`src/mic_pkg.sv`:
```
// mic_pkg: constants shared by the interrupt controller and its picker.
// assumes an 8-bit special-function register space and a 100 MHz core.
package mic_pkg;

  ////////////////////////////////////////////////////////////////////////
  // register addresses, write masks and reset values
  localparam logic [7:0] ADDR_EXT  = 8'ha6; // interrupt_extension_enable
  localparam logic [7:0] ADDR_EN0  = 8'ha8; // interrupt_enable_first
  localparam logic [7:0] ADDR_PLO  = 8'ha9; // priority_low_bits
  localparam logic [7:0] ADDR_EN1  = 8'hb8; // interrupt_enable_second
  localparam logic [7:0] ADDR_PHI  = 8'hb9; // priority_high_bits

  localparam logic [7:0] MASK_EN   = 8'hbf; // bit 6 unused
  localparam logic [7:0] MASK_LOW6 = 8'h3f; // bits 7:6 unused
  localparam logic [7:0] RST_EXT   = 8'h01;
  localparam logic [7:0] RST_ZERO  = 8'h00;

  ////////////////////////////////////////////////////////////////////////
  // field positions
  localparam int EN0_PIN    = 0;
  localparam int EN0_T0     = 1;
  localparam int EN0_POF    = 2;
  localparam int EN0_T1     = 3;
  localparam int EN0_SER    = 4;
  localparam int EN0_T2     = 5;
  localparam int EN0_GLOBAL = 7;
  localparam int EN1_RADIO_SPI_READY  = 0;
  localparam int EN1_RADIO  = 1;
  localparam int EN1_SPI    = 2;
  localparam int EN1_WUOP   = 3;
  localparam int EN1_MISC   = 4;
  localparam int EN1_TICK   = 5;
  localparam int EN1_TIMER_TWO_EXTERNAL_RELOAD   = 7;
  localparam int EXT_SSPI   = 0;
  localparam int EXT_MSPI   = 1;
  localparam int EXT_WIRE   = 2;
  localparam int EXT_PIN_LO = 3;
  localparam int EXT_PIN_HI = 5;
  localparam int WU_RADIO   = 0; // wakeup configuration enables
  localparam int WU_PIN     = 1;
  localparam int WU_MISC    = 2;
  localparam int WU_TICK    = 3;

  ////////////////////////////////////////////////////////////////////////
  // vector sources, in ascending vector order
  localparam int NSRC   = 12;
  localparam int S_PIN  = 0;
  localparam int S_T0   = 1;
  localparam int S_POF  = 2;
  localparam int S_T1   = 3;
  localparam int S_SER  = 4;
  localparam int S_T2   = 5;
  localparam int S_RDY  = 6;
  localparam int S_RAD  = 7;
  localparam int S_SPI  = 8;
  localparam int S_WUOP = 9;
  localparam int S_MISC = 10;
  localparam int S_TICK = 11;

  typedef logic [15:0] mic_vec_t;
  localparam mic_vec_t VECTOR [NSRC] = '{
    16'h0003, 16'h000b, 16'h0013, 16'h001b, 16'h0023, 16'h002b,
    16'h0043, 16'h004b, 16'h0053, 16'h005b, 16'h0063, 16'h006b};
  localparam logic [2:0] GROUP [NSRC] = '{
    3'd0, 3'd1, 3'd2, 3'd3, 3'd4, 3'd5,
    3'd1, 3'd0, 3'd2, 3'd3, 3'd4, 3'd5};

  ////////////////////////////////////////////////////////////////////////
  // edge-latched request flags and the vector each one feeds
  localparam int NFLAG  = 9;
  localparam int E_RAD  = 0;
  localparam int E_MSPI = 1;
  localparam int E_WIRE = 2;
  localparam int E_SSPI = 3;
  localparam int E_WUOP = 4;
  localparam int E_OSC  = 5;
  localparam int E_CONV = 6;
  localparam int E_RNG  = 7;
  localparam int E_TICK = 8;
  localparam logic [NFLAG-1:0] BOTH_EDGES = 9'h00f; // else rising only
  localparam logic [3:0] OWNER [NFLAG] = '{
    4'd7, 4'd8, 4'd8, 4'd8, 4'd9, 4'd10, 4'd10, 4'd10, 4'd11};

endpackage
```
`src/mic_intc.sv`:
```
// mic_intc: interrupt controller beside the 8051-style core.
// assumes one clock, a synchronous low reset, level inputs from
// peripherals sampled on CORE_CLK and one-cycle ack/return pulses.
//
// What this block does
// accepted enabled request hands the core its fixed vector address
// running routine is only preempted by a strictly higher level
// vectors 0003, 000b, 0013, 001b; serial 0023; timer two 002b
// vectors radio ready 0043, radio 004b, shared spi/two-wire 0053
// vectors wakeup pin 005b, miscellaneous 0063, tick 006b
// pin and power-fail low; timers, serial, radio ready high; others edge-sensed
// miscellaneous is the or of oscillator, converter and random
// pending oscillator-started request masks converter and random
// radio, wakeup pin, misc and tick need their wakeup enable
// enable-first bit 7 globally blocks every interrupt when low
// enable-first bits 0-5 enable pin, t0, power, t1, serial, t2
// enable-second bits 0-5 and 7 enable the remaining sources
// extension bits 2,1,0 gate two-wire, master, slave spi done
// extension bits 5:3 gate pins 2:0 onto pin request; reset 01
// six groups take level from high and low priority bit x
// group membership pairs low and high vector sources
// level is high bit then low bit; 11 highest
// edge flags auto-clear on entry; timer two, radio ready do not
// equal levels are served in ascending vector order
// nested levels tracked and released on return-from-interrupt
// shared-vector sources keep own flags; request while any pends
`timescale 1ns/1ps
module mic_intc
  import mic_pkg::*;
(
  input  wire logic        CORE_CLK,         // core clock, 100 MHz
  input  wire logic        RSTN,             // sync reset, active low
  input  wire logic [7:0]  SFR_ADDR,         // register address
  input  wire logic        SFR_WR,           // write strobe
  input  wire logic [7:0]  SFR_WDATA,        // write data
  output logic      [7:0]  SFR_RDATA,        // read data, one cycle on
  input  wire logic [2:0]  PIN_N,            // external pins, low active
  input  wire logic        POWER_FAIL_N,     // power-fail, low active
  input  wire logic        TIMER_ZERO_OVERFLOW,       // level
  input  wire logic        TIMER_ONE_OVERFLOW,        // level
  input  wire logic        SERIAL_RECEIVE_REQUEST,    // level
  input  wire logic        SERIAL_TRANSMIT_REQUEST,   // level
  input  wire logic        TIMER_TWO_OVERFLOW,        // level
  input  wire logic        TIMER_TWO_EXTERNAL_RELOAD, // level
  input  wire logic        RADIO_SPI_READY,           // level
  input  wire logic        RADIO_REQUEST,             // either edge
  input  wire logic        MASTER_SPI_DONE,           // either edge
  input  wire logic        TWO_WIRE_DONE,             // either edge
  input  wire logic        SLAVE_SPI_DONE,            // either edge
  input  wire logic        WAKEUP_ON_PIN_REQUEST,     // rising edge
  input  wire logic        OSCILLATOR_STARTED_REQUEST, // rising edge
  input  wire logic        CONVERTER_READY_REQUEST,   // rising edge
  input  wire logic        RANDOM_READY_REQUEST,      // rising edge
  input  wire logic        WAKEUP_TICK,               // rising edge
  input  wire logic [3:0]  WAKEUP_ENABLE,    // wakeup config enables
  input  wire logic        OSC_IRQ_ENABLE,   // clock control bit 3
  input  wire logic        INT_ACK,          // core took the vector
  input  wire logic        INT_RETURN,       // core ran return
  output logic             INT_REQ,          // request to the core
  output logic      [15:0] INT_VECTOR,       // vector address
  output logic      [3:0]  ACTIVE_LEVELS     // levels in service
);

  ////////////////////////////////////////////////////////////////////////
  // registers

  logic [7:0]       ext_reg, ext_next;
  logic [7:0]       en0_reg, en0_next;
  logic [7:0]       en1_reg, en1_next;
  logic [7:0]       plo_reg, plo_next;
  logic [7:0]       phi_reg, phi_next;
  logic [7:0]       rdata_reg, rdata_next;
  logic [NFLAG-1:0] flag_reg, flag_next;
  logic [NFLAG-1:0] prev_reg, prev_next;
  logic [3:0]       svc_reg, svc_next;
  logic             req_reg, req_next;
  logic [3:0]       idx_reg, idx_next;
  logic [1:0]       lvl_reg, lvl_next;
  logic [15:0]      vec_reg, vec_next;

  logic [NFLAG-1:0] edge_in, edge_hit, flag_gate, flag_set, flag_clr;
  logic [NSRC-1:0]  req;
  logic [2*NSRC-1:0] lvl;
  logic             take;
  logic [1:0]       floor_lv;
  logic             pick_valid;
  logic [3:0]       pick_idx;
  logic [1:0]       pick_lvl;

  ////////////////////////////////////////////////////////////////////////
  // register writes and reads; unused bits read zero

  always_comb begin
    ext_next   = ext_reg;
    en0_next   = en0_reg;
    en1_next   = en1_reg;
    plo_next   = plo_reg;
    phi_next   = phi_reg;
    rdata_next = 8'h00;
    if (SFR_WR) begin
      if (SFR_ADDR == ADDR_EXT) begin
        ext_next = SFR_WDATA & MASK_LOW6;
      end else if (SFR_ADDR == ADDR_EN0) begin
        en0_next = SFR_WDATA & MASK_EN;
      end else if (SFR_ADDR == ADDR_EN1) begin
        en1_next = SFR_WDATA & MASK_EN;
      end else if (SFR_ADDR == ADDR_PLO) begin
        plo_next = SFR_WDATA & MASK_LOW6;
      end else if (SFR_ADDR == ADDR_PHI) begin
        phi_next = SFR_WDATA & MASK_LOW6;
      end
    end
    if (SFR_ADDR == ADDR_EXT) begin
      rdata_next = ext_reg;
    end else if (SFR_ADDR == ADDR_EN0) begin
      rdata_next = en0_reg;
    end else if (SFR_ADDR == ADDR_EN1) begin
      rdata_next = en1_reg;
    end else if (SFR_ADDR == ADDR_PLO) begin
      rdata_next = plo_reg;
    end else if (SFR_ADDR == ADDR_PHI) begin
      rdata_next = phi_reg;
    end
  end

  always_ff @(posedge CORE_CLK) begin
    if (!RSTN) begin
      ext_reg   <= RST_EXT;
      en0_reg   <= RST_ZERO;
      en1_reg   <= RST_ZERO;
      plo_reg   <= RST_ZERO;
      phi_reg   <= RST_ZERO;
      rdata_reg <= RST_ZERO;
    end else begin
      ext_reg   <= ext_next;
      en0_reg   <= en0_next;
      en1_reg   <= en1_next;
      plo_reg   <= plo_next;
      phi_reg   <= phi_next;
      rdata_reg <= rdata_next;
    end
  end

  ////////////////////////////////////////////////////////////////////////
  // edge-sensed sources latch into flags of their own

  assign edge_in = {WAKEUP_TICK, RANDOM_READY_REQUEST,
                    CONVERTER_READY_REQUEST, OSCILLATOR_STARTED_REQUEST,
                    WAKEUP_ON_PIN_REQUEST, SLAVE_SPI_DONE, TWO_WIRE_DONE,
                    MASTER_SPI_DONE, RADIO_REQUEST};

  // a flag cannot set while its wakeup source is off; the oscillator
  // flag, once pending, hides converter and random events
  assign flag_gate = {WAKEUP_ENABLE[WU_TICK],
                      {2{WAKEUP_ENABLE[WU_MISC] & ~flag_reg[E_OSC]}},
                      WAKEUP_ENABLE[WU_MISC] & OSC_IRQ_ENABLE,
                      WAKEUP_ENABLE[WU_PIN], 3'b111,
                      WAKEUP_ENABLE[WU_RADIO]};

  assign take = INT_ACK & req_reg;

  genvar f;
  generate
    for (f = 0; f < NFLAG; f++) begin : g_flag
      assign edge_hit[f] = BOTH_EDGES[f] ? (edge_in[f] ^ prev_reg[f])
                                         : (edge_in[f] & ~prev_reg[f]);
      assign flag_set[f] = edge_hit[f] & flag_gate[f];
      assign flag_clr[f] = take & (idx_reg == OWNER[f]);
      // an event in the clearing cycle survives
      assign flag_next[f] = flag_set[f] | (flag_reg[f] & ~flag_clr[f]);
      assign prev_next[f] = edge_in[f];
    end
  endgenerate

  always_ff @(posedge CORE_CLK) begin
    if (!RSTN) begin
      flag_reg <= '0;
      prev_reg <= '0;
    end else begin
      flag_reg <= flag_next;
      prev_reg <= prev_next;
    end
  end

  ////////////////////////////////////////////////////////////////////////
  // per-vector requests after individual enables

  always_comb begin
    req         = '0;
    req[S_PIN]  = en0_reg[EN0_PIN]
                & |(~PIN_N & ext_reg[EXT_PIN_HI:EXT_PIN_LO]);
    req[S_T0]   = en0_reg[EN0_T0] & TIMER_ZERO_OVERFLOW;
    req[S_POF]  = en0_reg[EN0_POF] & ~POWER_FAIL_N;
    req[S_T1]   = en0_reg[EN0_T1] & TIMER_ONE_OVERFLOW;
    req[S_SER]  = en0_reg[EN0_SER]
                & (SERIAL_RECEIVE_REQUEST | SERIAL_TRANSMIT_REQUEST);
    req[S_T2]   = en0_reg[EN0_T2] & (TIMER_TWO_OVERFLOW
                | (en1_reg[EN1_TIMER_TWO_EXTERNAL_RELOAD] & TIMER_TWO_EXTERNAL_RELOAD));
    req[S_RDY]  = en1_reg[EN1_RADIO_SPI_READY] & RADIO_SPI_READY;
    req[S_RAD]  = en1_reg[EN1_RADIO] & flag_reg[E_RAD];
    req[S_SPI]  = en1_reg[EN1_SPI]
                & ((flag_reg[E_WIRE] & ext_reg[EXT_WIRE])
                |  (flag_reg[E_MSPI] & ext_reg[EXT_MSPI])
                |  (flag_reg[E_SSPI] & ext_reg[EXT_SSPI]));
    req[S_WUOP] = en1_reg[EN1_WUOP] & flag_reg[E_WUOP];
    req[S_MISC] = en1_reg[EN1_MISC] & (flag_reg[E_OSC]
                | flag_reg[E_CONV] | flag_reg[E_RNG]);
    req[S_TICK] = en1_reg[EN1_TICK] & flag_reg[E_TICK];
    if (!en0_reg[EN0_GLOBAL]) begin
      req = '0;
    end
  end

  // level of each source from its group's high and low bits
  genvar s;
  generate
    for (s = 0; s < NSRC; s++) begin : g_lvl
      assign lvl[2*s+:2] = {phi_reg[GROUP[s]], plo_reg[GROUP[s]]};
    end
  endgenerate

  // highest level still in service is the preemption floor
  assign floor_lv = svc_reg[3] ? 2'd3 : svc_reg[2] ? 2'd2 :
                    svc_reg[1] ? 2'd1 : 2'd0;

  mic_pick u_pick (
    .req      (req),
    .lvl      (lvl),
    .busy     (|svc_reg),
    .floor_lv (floor_lv),
    .valid    (pick_valid),
    .idx      (pick_idx),
    .level    (pick_lvl)
  );

  ////////////////////////////////////////////////////////////////////////
  // core handshake and in-service level tracking

  always_comb begin
    svc_next = svc_reg;
    if (INT_RETURN) begin
      // release only the innermost routine's level
      if (svc_reg[3]) begin
        svc_next[3] = 1'b0;
      end else if (svc_reg[2]) begin
        svc_next[2] = 1'b0;
      end else if (svc_reg[1]) begin
        svc_next[1] = 1'b0;
      end else begin
        svc_next[0] = 1'b0;
      end
    end
    if (take) begin
      svc_next[lvl_reg] = 1'b1;
    end
    // one idle cycle after a take lets flags and floor settle
    req_next = pick_valid & ~take;
    idx_next = pick_idx;
    lvl_next = pick_lvl;
    vec_next = VECTOR[pick_idx];
  end

  always_ff @(posedge CORE_CLK) begin
    if (!RSTN) begin
      svc_reg <= 4'h0;
      req_reg <= 1'b0;
      idx_reg <= 4'h0;
      lvl_reg <= 2'h0;
      vec_reg <= 16'h0000;
    end else begin
      svc_reg <= svc_next;
      req_reg <= req_next;
      idx_reg <= idx_next;
      lvl_reg <= lvl_next;
      vec_reg <= vec_next;
    end
  end

  assign SFR_RDATA     = rdata_reg;
  assign INT_REQ       = req_reg;
  assign INT_VECTOR    = vec_reg;
  assign ACTIVE_LEVELS = svc_reg;
endmodule // mic_intc

```
`src/mic_pick.sv`:
```
// mic_pick: combinational winner selection among pending sources.
// assumes requests are already enable-gated by the caller.
`timescale 1ns/1ps
module mic_pick
  import mic_pkg::*;
(
  input  wire logic [NSRC-1:0]   req,      // gated requests
  input  wire logic [2*NSRC-1:0] lvl,      // two-bit level per source
  input  wire logic              busy,     // a routine is in service
  input  wire logic [1:0]        floor_lv, // level of that routine
  output logic                   valid,    // a winner exists
  output logic [3:0]             idx,      // winning source
  output logic [1:0]             level     // winner's level
);

  logic [NSRC-1:0] elig;

  // only strictly higher levels may preempt a running routine
  genvar g;
  generate
    for (g = 0; g < NSRC; g++) begin : g_elig
      assign elig[g] = req[g] & (~busy | (lvl[2*g+:2] > floor_lv));
    end
  endgenerate

  // walk downward so the lowest vector wins any tie in level
  always_comb begin
    valid = 1'b0;
    idx   = 4'h0;
    level = 2'h0;
    for (int i = NSRC - 1; i >= 0; i--) begin
      if (elig[i] && (!valid || lvl[2*i+:2] >= level)) begin
        valid = 1'b1;
        idx   = 4'(i);
        level = lvl[2*i+:2];
      end
    end
  end

endmodule // mic_pick

```
`config.mk`:
```
export PLATFORM = sky130hd
export DESIGN_NAME = mic_intc
export DESIGN_NICKNAME = d
export VERILOG_FILES = /design/src/mic_pkg.sv /design/src/mic_intc.sv /design/src/mic_pick.sv
export SDC_FILE = /design/constraint.sdc
export NUM_CORES = 1
export LEC_CHECK = 0
export ABC_CLOCK_PERIOD_IN_PS = 22200
export BUFFER_PORTS_ARGS = -buffer_cell sky130_fd_sc_hd__buf_2
export CORE_MARGIN = 2
export CORE_UTILIZATION = 60
export DETAILED_ROUTE_END_ITERATION = 10
export PLACE_DENSITY = 0.85
export REMOVE_ABC_BUFFERS = 1
export SLEW_MARGIN = 20
export SYNTH_ARGS = -nofsm -noshare
export SYNTH_HDL_FRONTEND = slang
export SYNTH_SLANG_ARGS = --single-unit
```
`constraint.sdc`:
```
create_clock -name CORE_CLK -period 22.2 [get_ports CORE_CLK]
set_input_delay 2.22 -clock CORE_CLK [delete_from_list [all_inputs] [get_ports CORE_CLK]]
set_output_delay 2.22 -clock CORE_CLK [all_outputs]
set_load 0.1 [all_outputs]
```
==> results of run 1 <==
[kinds of logic after synthesis]
family	synth area share
and+or+nand+nor	0.2307
other	0.0008774
DFF	0.3372
muxes	0.1030
xor gates and xnor gates	0.008196
adders and majority gates	0.09075
AOI/OAI and AO/OA	0.1701
buffers and inverters	0.05913
[area by class of cell]
| type | instances | area (um2) |
|---|---|---|
| inverters | 21 | 78.83 |
| well taps | 96 | 120.1 |
| flip-flops and latches | 72 | 1441 |
| clock inverters | 6 | 67.56 |
| clock buffers | 10 | 137.6 |
| fillers | 535 | 2051 |
| repair buffers | 63 | 317.8 |
| multi-input cells | 399 | 2618 |
[worst reg2reg max path, delay by kind of cell (launching register included)]
family	cells	cell delay [ns]
fa+ha+maj	12	3.30
simple gates	26	3.96
flops	1	0.35
mux	6	2.02
compound gates	26	5.90
[layer usage]
layer,global-route usage,routed length [um],vias to the layer above
li1,-,-,1900
met1,0.3554,4471,1821
met2,0.4812,5238,161
met3,0.06437,731,22
met4,0.1391,315,0
met5,0,0,-
[final timing paths]
check,slack [ns],depth (start not counted),to,startpoint
min,0.42,1,flag_reg[5],prev_reg[5]
max,6.53,70,INT_VECTOR[6],ACTIVE_LEVELS[2]
min reg2reg,0.42,1,flag_reg[5],prev_reg[5]
max reg2reg,6.53,70,INT_VECTOR[6],ACTIVE_LEVELS[2]
[stage by stage]
stage | utilization | setup WS [ns] | hold WS (ns)
6_report | 0.6998 | 6.530 | 0.4201
5_1_grt | 0.6998 | 5.443 | 0.4389
4_1_cts | 0.6998 | 6.713 | 0.4162
3_5_place_dp | 0.6698 | 6.760 | 0.4005
3_3_place_gp | 0.6698 | 7.093 | 0.3932
2_1_floorplan | - | 7.712 | 0.3881
[cell usage in the layout, fill, tap and decap left out, types with 4 or more instances in the layout]
cell      instances
a221oi_1          6
o211ai_1          8
conb_1           11
and3_1            6
a31oi_1           4
buf_2            62
inv_1            21
nand2b_1         18
nand3_1          16
mux2i_1          35
clkbuf_8         10
nand2_1          57
a21oi_1          36
a21o_1            7
nor2_1           53
xor2_1            4
dfxtp_1          72
ha_1             31
nor2b_1           7
or3_1             5
nand4_1           6
mux2_4            6
o21ai_0          17
and2_1           13
a211oi_1          4
[power by group]
group | internal [mW] | leakage (nW) | switching (mW) | total [mW]
sequential | 0.131 | 0.585 | 0.00134 | 0.133
combinational | 0.00573 | 1.49 | 0.0166 | 0.0223
clock | 0.0553 | 0.0989 | 0.0533 | 0.109
total | 0.192 | 2.17 | 0.0712 | 0.264
==> flow_metrics.py, run 1 <==
metrics = {
    "sta": {
        "rsz0062_at_grt": "false",
        "setup_viol": 0,
        "fin_worst_skew_ns": 0.01161,
        "final-hold-violation-count": 0,
        "worstMarginPinSlew_ns": 0.8665,
        "post-route-period-util": 0.7058,
        "min_period_ns": 15.67,
        "fmax_ghz": 0.06382,
        "slew_violations": 0,
        "slew_headroom": 0.4202,
        "fin_tns_setup_ns": 0,
    },
    "clock_network": {
        "path_clk_slew_ns": 0.08,
        "cts_buffer_depth": 2,
        "clk_latency_ns": 0.37,
        "post_cts_buffers": 0,
        "clockRootBuffer": "clkbuf_8",
        "cts_tree": "done",
        "cts.sinks": 72,
        "cts_buffers": 9,
        "cts.repair.resized": 0,
        "postCtsHoldBufs": 0,
        "h-tree-depth": 3,
    },
    "route": {
        "detail-route-antenna-nets": 0,
        "firstDrtPassIters": 6,
        "wirelength_um": 10760,
        "drc": 0,
        "vias": 3904,
        "drtIter0Drc": 248,
        "wl_per_cell_um": 16.13,
        "vias_per_cell": 5.853,
    },
    "yosys": {
        "avgSynthCellArea_um2": 8.332,
        "synth_edf_count": 0,
        "syn_area_mm2": 0.004274,
        "synth.distinct_cells": 59,
        "synth_largest_area_cell": "dfxtp_1",
        "yosysMostFrequentCell": "dfxtp_1",
        "ys_ff_latch": 72,
        "seq_area_frac_synth": 0.3372,
        "yosys_warnings": 0,
        "synthArstFlopShare": 0,
        "netlist_top_cells_area": "dfxtp_1 (34%), ha_1 (9.1%), mux2i_1 (8.2%)",
        "synthTopCellsByCount": "dfxtp_1 (72), nand2_1 (57), nor2_1 (53)",
        "synth.top_cell.area_share": 0.3372,
        "ys.flop_type": "dfxtp_1",
        "syn_inst": 513,
    },
    "die": {
        "rows": 30,
        "die_w_um": 88.40,
        "ios": 75,
        "die-area_mm2": 0.007815,
        "initial_core_util": 0.6256,
        "dieHeight_um": 88.40,
        "design.core.area_mm2": 0.006832,
    },
    "grt": {
        "grt_antenna_before_repair": 0,
        "grt_usage": 0.2893,
        "grt_pass1_wl_um": 17360,
        "first_global_vias": 3717,
        "gr-total-overflow": 0,
        "grt_max_degree": 50,
    },
    "setup_path": {
        "worstPathMaxFanout": 8,
        "worstSetupPathType": "flip-flop to flip-flop",
        "start_kind": "flip-flop",
        "crit_path_end_kind": "flip-flop",
        "cp_num_buf_inv": 0,
        "critical_path_required_ns": 22.48,
        "worst_ep_arrival_time_ns": 15.95,
        "cp_common_cell": "ha_1",
        "slowest_stage": "a21boi_0",
        "max_stage_delay_ns": 0.57,
        "cp_top_family": "compound AO/OA/AOI/OAI gates",
    },
    "power_and_ir_drop": {
        "ir_worst_vdd_mv": 0.04836,
        "leakagePower_nw": 2.173,
        "p_per_area_mw_per_mm2": 55.14,
        "p_total_mw": 0.2636,
    },
    "hold_path": {
        "min_path_type": "flip-flop to flip-flop",
    },
    "placement": {
        "numPortBuffers": 62,
        "gp_congestion": 0.9523,
        "place_inst": 651,
        "place_area_mm2": 0.004576,
        "hpwlAfterDp_um": 8045,
    },
    "layout": {
        "final_layout_size_suffix_gt1_frac": 0.1611,
        "final_area_mm2": 0.004781,
        "antenna_cells": 0,
        "synthToLayoutAreaGrowth_pct": 11.86,
        "final_cells": 667,
        "fin_nets": 643,
    },
    "outcome": {
        "status": "finished, final reports clean",
    },
    "run": {
        "maxCapViolations": 0,
    },
}
Power figures use the tool's default switching activity.
==> run 2, diff against run 1 <==
Settings changed: ABC_CLOCK_PERIOD_IN_PS 22200 to 13800, CORE_UTILIZATION 60 to 51, PLACE_DENSITY 0.85 to 0.77.
Clock period 22.2 ns to 13.8 ns, I/O delays scaled along.
==> run 2 against run 1 <==
  * Global-route usage fell by 2.5 points
  * Cell count rose by 9.7%
  * Die area grew 17%
  * Maximum frequency grew 16%
  * Design area up 19%
  * Worst hold slack worse by 0.0038 ns
  * Sequential share of layout area down 4.7 points
  * Critical path depth rose by 4
  * Critical endpoint unchanged
  * Core utilization down 0.24 points
  * Clock-buffer cell count shrank 1
==> flow_metrics.py, run 2 (synthesis results as in run 1) <==
metrics = {
    "layout": {
        "final_area_mm2": 0.005702,
        "fin_nets": 699,
        "final_cell_mix": "dfxtp_1 (70), buf_2 (62), nand2_1 (50), buf_4 (50), nor2_1 (49)",
        "synthToLayoutAreaGrowth_pct": 33.40,
        "antenna_cells": 0,
        "final_layout_size_suffix_gt1_frac": 0.3397,
        "final_cells": 732,
        "layout_commonest_cell": "dfxtp_1",
        "fin_util": 0.6974,
    },
    "grt": {
        "first_global_vias": 3946,
        "gr-total-overflow": 0,
        "grt_pass1_wl_um": 18620,
        "grt_antenna_before_repair": 0,
        "grt_max_degree": 49,
        "grt_usage": 0.2647,
    },
    "sta": {
        "slew_violations": 0,
        "fin_worst_skew_ns": 0.01219,
        "fmax_ghz": 0.07414,
        "min_period_ns": 13.49,
        "hold_ws_ns": 0.4163,
        "final-hold-violation-count": 0,
        "worst_slack_ns": 0.3124,
        "worstMarginPinSlew_ns": 1.028,
        "post-route-period-util": 0.9774,
        "slew_headroom": 0.3086,
        "setup_viol": 0,
        "fin_tns_setup_ns": 0,
    },
    "power_and_ir_drop": {
        "p_per_area_mw_per_mm2": 71.95,
        "p_total_mw": 0.4102,
        "ir_worst_vdd_mv": 0.07788,
        "leakagePower_nw": 2.585,
    },
    "placement": {
        "place_inst": 698,
        "hpwlAfterDp_um": 8763,
        "gp_congestion": 0.9427,
        "place_area_mm2": 0.004872,
        "dp_slack_ns": -0.7411,
        "numPortBuffers": 62,
    },
    "clock_network": {
        "postCtsHoldBufs": 0,
        "clk_latency_ns": 0.36,
        "cts.sinks": 72,
        "path_clk_slew_ns": 0.09,
        "h-tree-depth": 3,
        "cts_tree": "done",
        "clockRootBuffer": "clkbuf_8",
        "cts_buffer_depth": 2,
        "cts_buffers": 9,
    },
    "die": {
        "initial_core_util": 0.5228,
        "rows": 33,
        "dieHeight_um": 95.55,
        "die-area_mm2": 0.009129,
        "design.core.area_mm2": 0.008175,
        "ios": 75,
        "die_w_um": 95.55,
    },
    "route": {
        "drtIter0Drc": 317,
        "firstDrtPassIters": 5,
        "wl_met2_um": 6159,
        "dr.max_layer_used": "met4",
        "drc": 0,
        "met3_wirelength_um": 779,
        "vias": 4257,
        "detail-route-antenna-nets": 0,
        "wl_met1_um": 5303,
        "wirelength_um": 12710,
        "vias_per_cell": 5.816,
        "wl_per_cell_um": 17.37,
    },
    "hold_path": {
        "min_path_type": "flip-flop to flip-flop",
    },
    "setup_path": {
        "crit_path_end_kind": "flip-flop",
        "critical_path_required_ns": 14.07,
        "worstPathMaxFanout": 5,
        "worstSetupPathType": "flip-flop to flip-flop",
        "worst_ep_arrival_time_ns": 13.76,
        "slowest_stage": "or4_4",
        "start_kind": "flip-flop",
        "max_stage_delay_ns": 0.54,
    },
    "run": {
        "maxCapViolations": 0,
    },
    "outcome": {
        "status": "finished, final reports clean",
    },
}
run 2: timing repair:
| item | 4_1_cts | 5_1_grt |
|---|---|---|
| endpoints found under the setup margin | 9 | 9 |
| setup buffers | 2 | 17 |
| endpoints found under the hold margin | 0 | 0 |
| gates resized for setup | 21 | 70 |
| pin swaps | 9 | 48 |
run 2: cell type report:
class | instances | area [um2]
Multi-Input combinational cell | 399 | 3093
Fill cell | 619 | 2474
Sequential cell | 72 | 1449
Timing Repair Buffer | 119 | 764.5
Tap cell | 105 | 131.4
Clock buffer | 9 | 123.9
Inverter | 21 | 78.83
Clock inverter | 7 | 61.31
run 2: critical path: cells and delay by family (launching register included):
kind                       cells  cell delay (ns)
AOI/OAI and AO/OA             27             4.05
and+or+nand+nor               24             3.51
buffers and inverters          6             0.75
DFF                            1             0.37
muxes                          6             2.03
adders and majority gates     11             2.64
run 2: final timing paths:
| check | startpoint | endpoint | slack (ns) | cells past startpoint |
|---|---|---|---|---|
| worst min-delay path | prev_reg[7] | flag_reg[7] | 0.42 | 1 |
| worst max-delay path | ACTIVE_LEVELS[3] | INT_VECTOR[6] | 0.31 | 74 |
| worst max register to register | ACTIVE_LEVELS[3] | INT_VECTOR[6] | 0.31 | 74 |
| worst min register to register | prev_reg[7] | flag_reg[7] | 0.42 | 1 |
run 2: per-layer routing:
metal	vias to the layer above	GRT usage
met4	0	0.1357
met3	38	0.05929
met2	168	0.4272
li1	2030	-
met5	-	0
met1	2021	0.3299
run 2: power breakdown:
part	switching (mW)	total [mW]	internal [mW]
sequential	0.00235	0.213	0.211
clock	0.0903	0.159	0.0686
combinational	0.0277	0.0380	0.0103
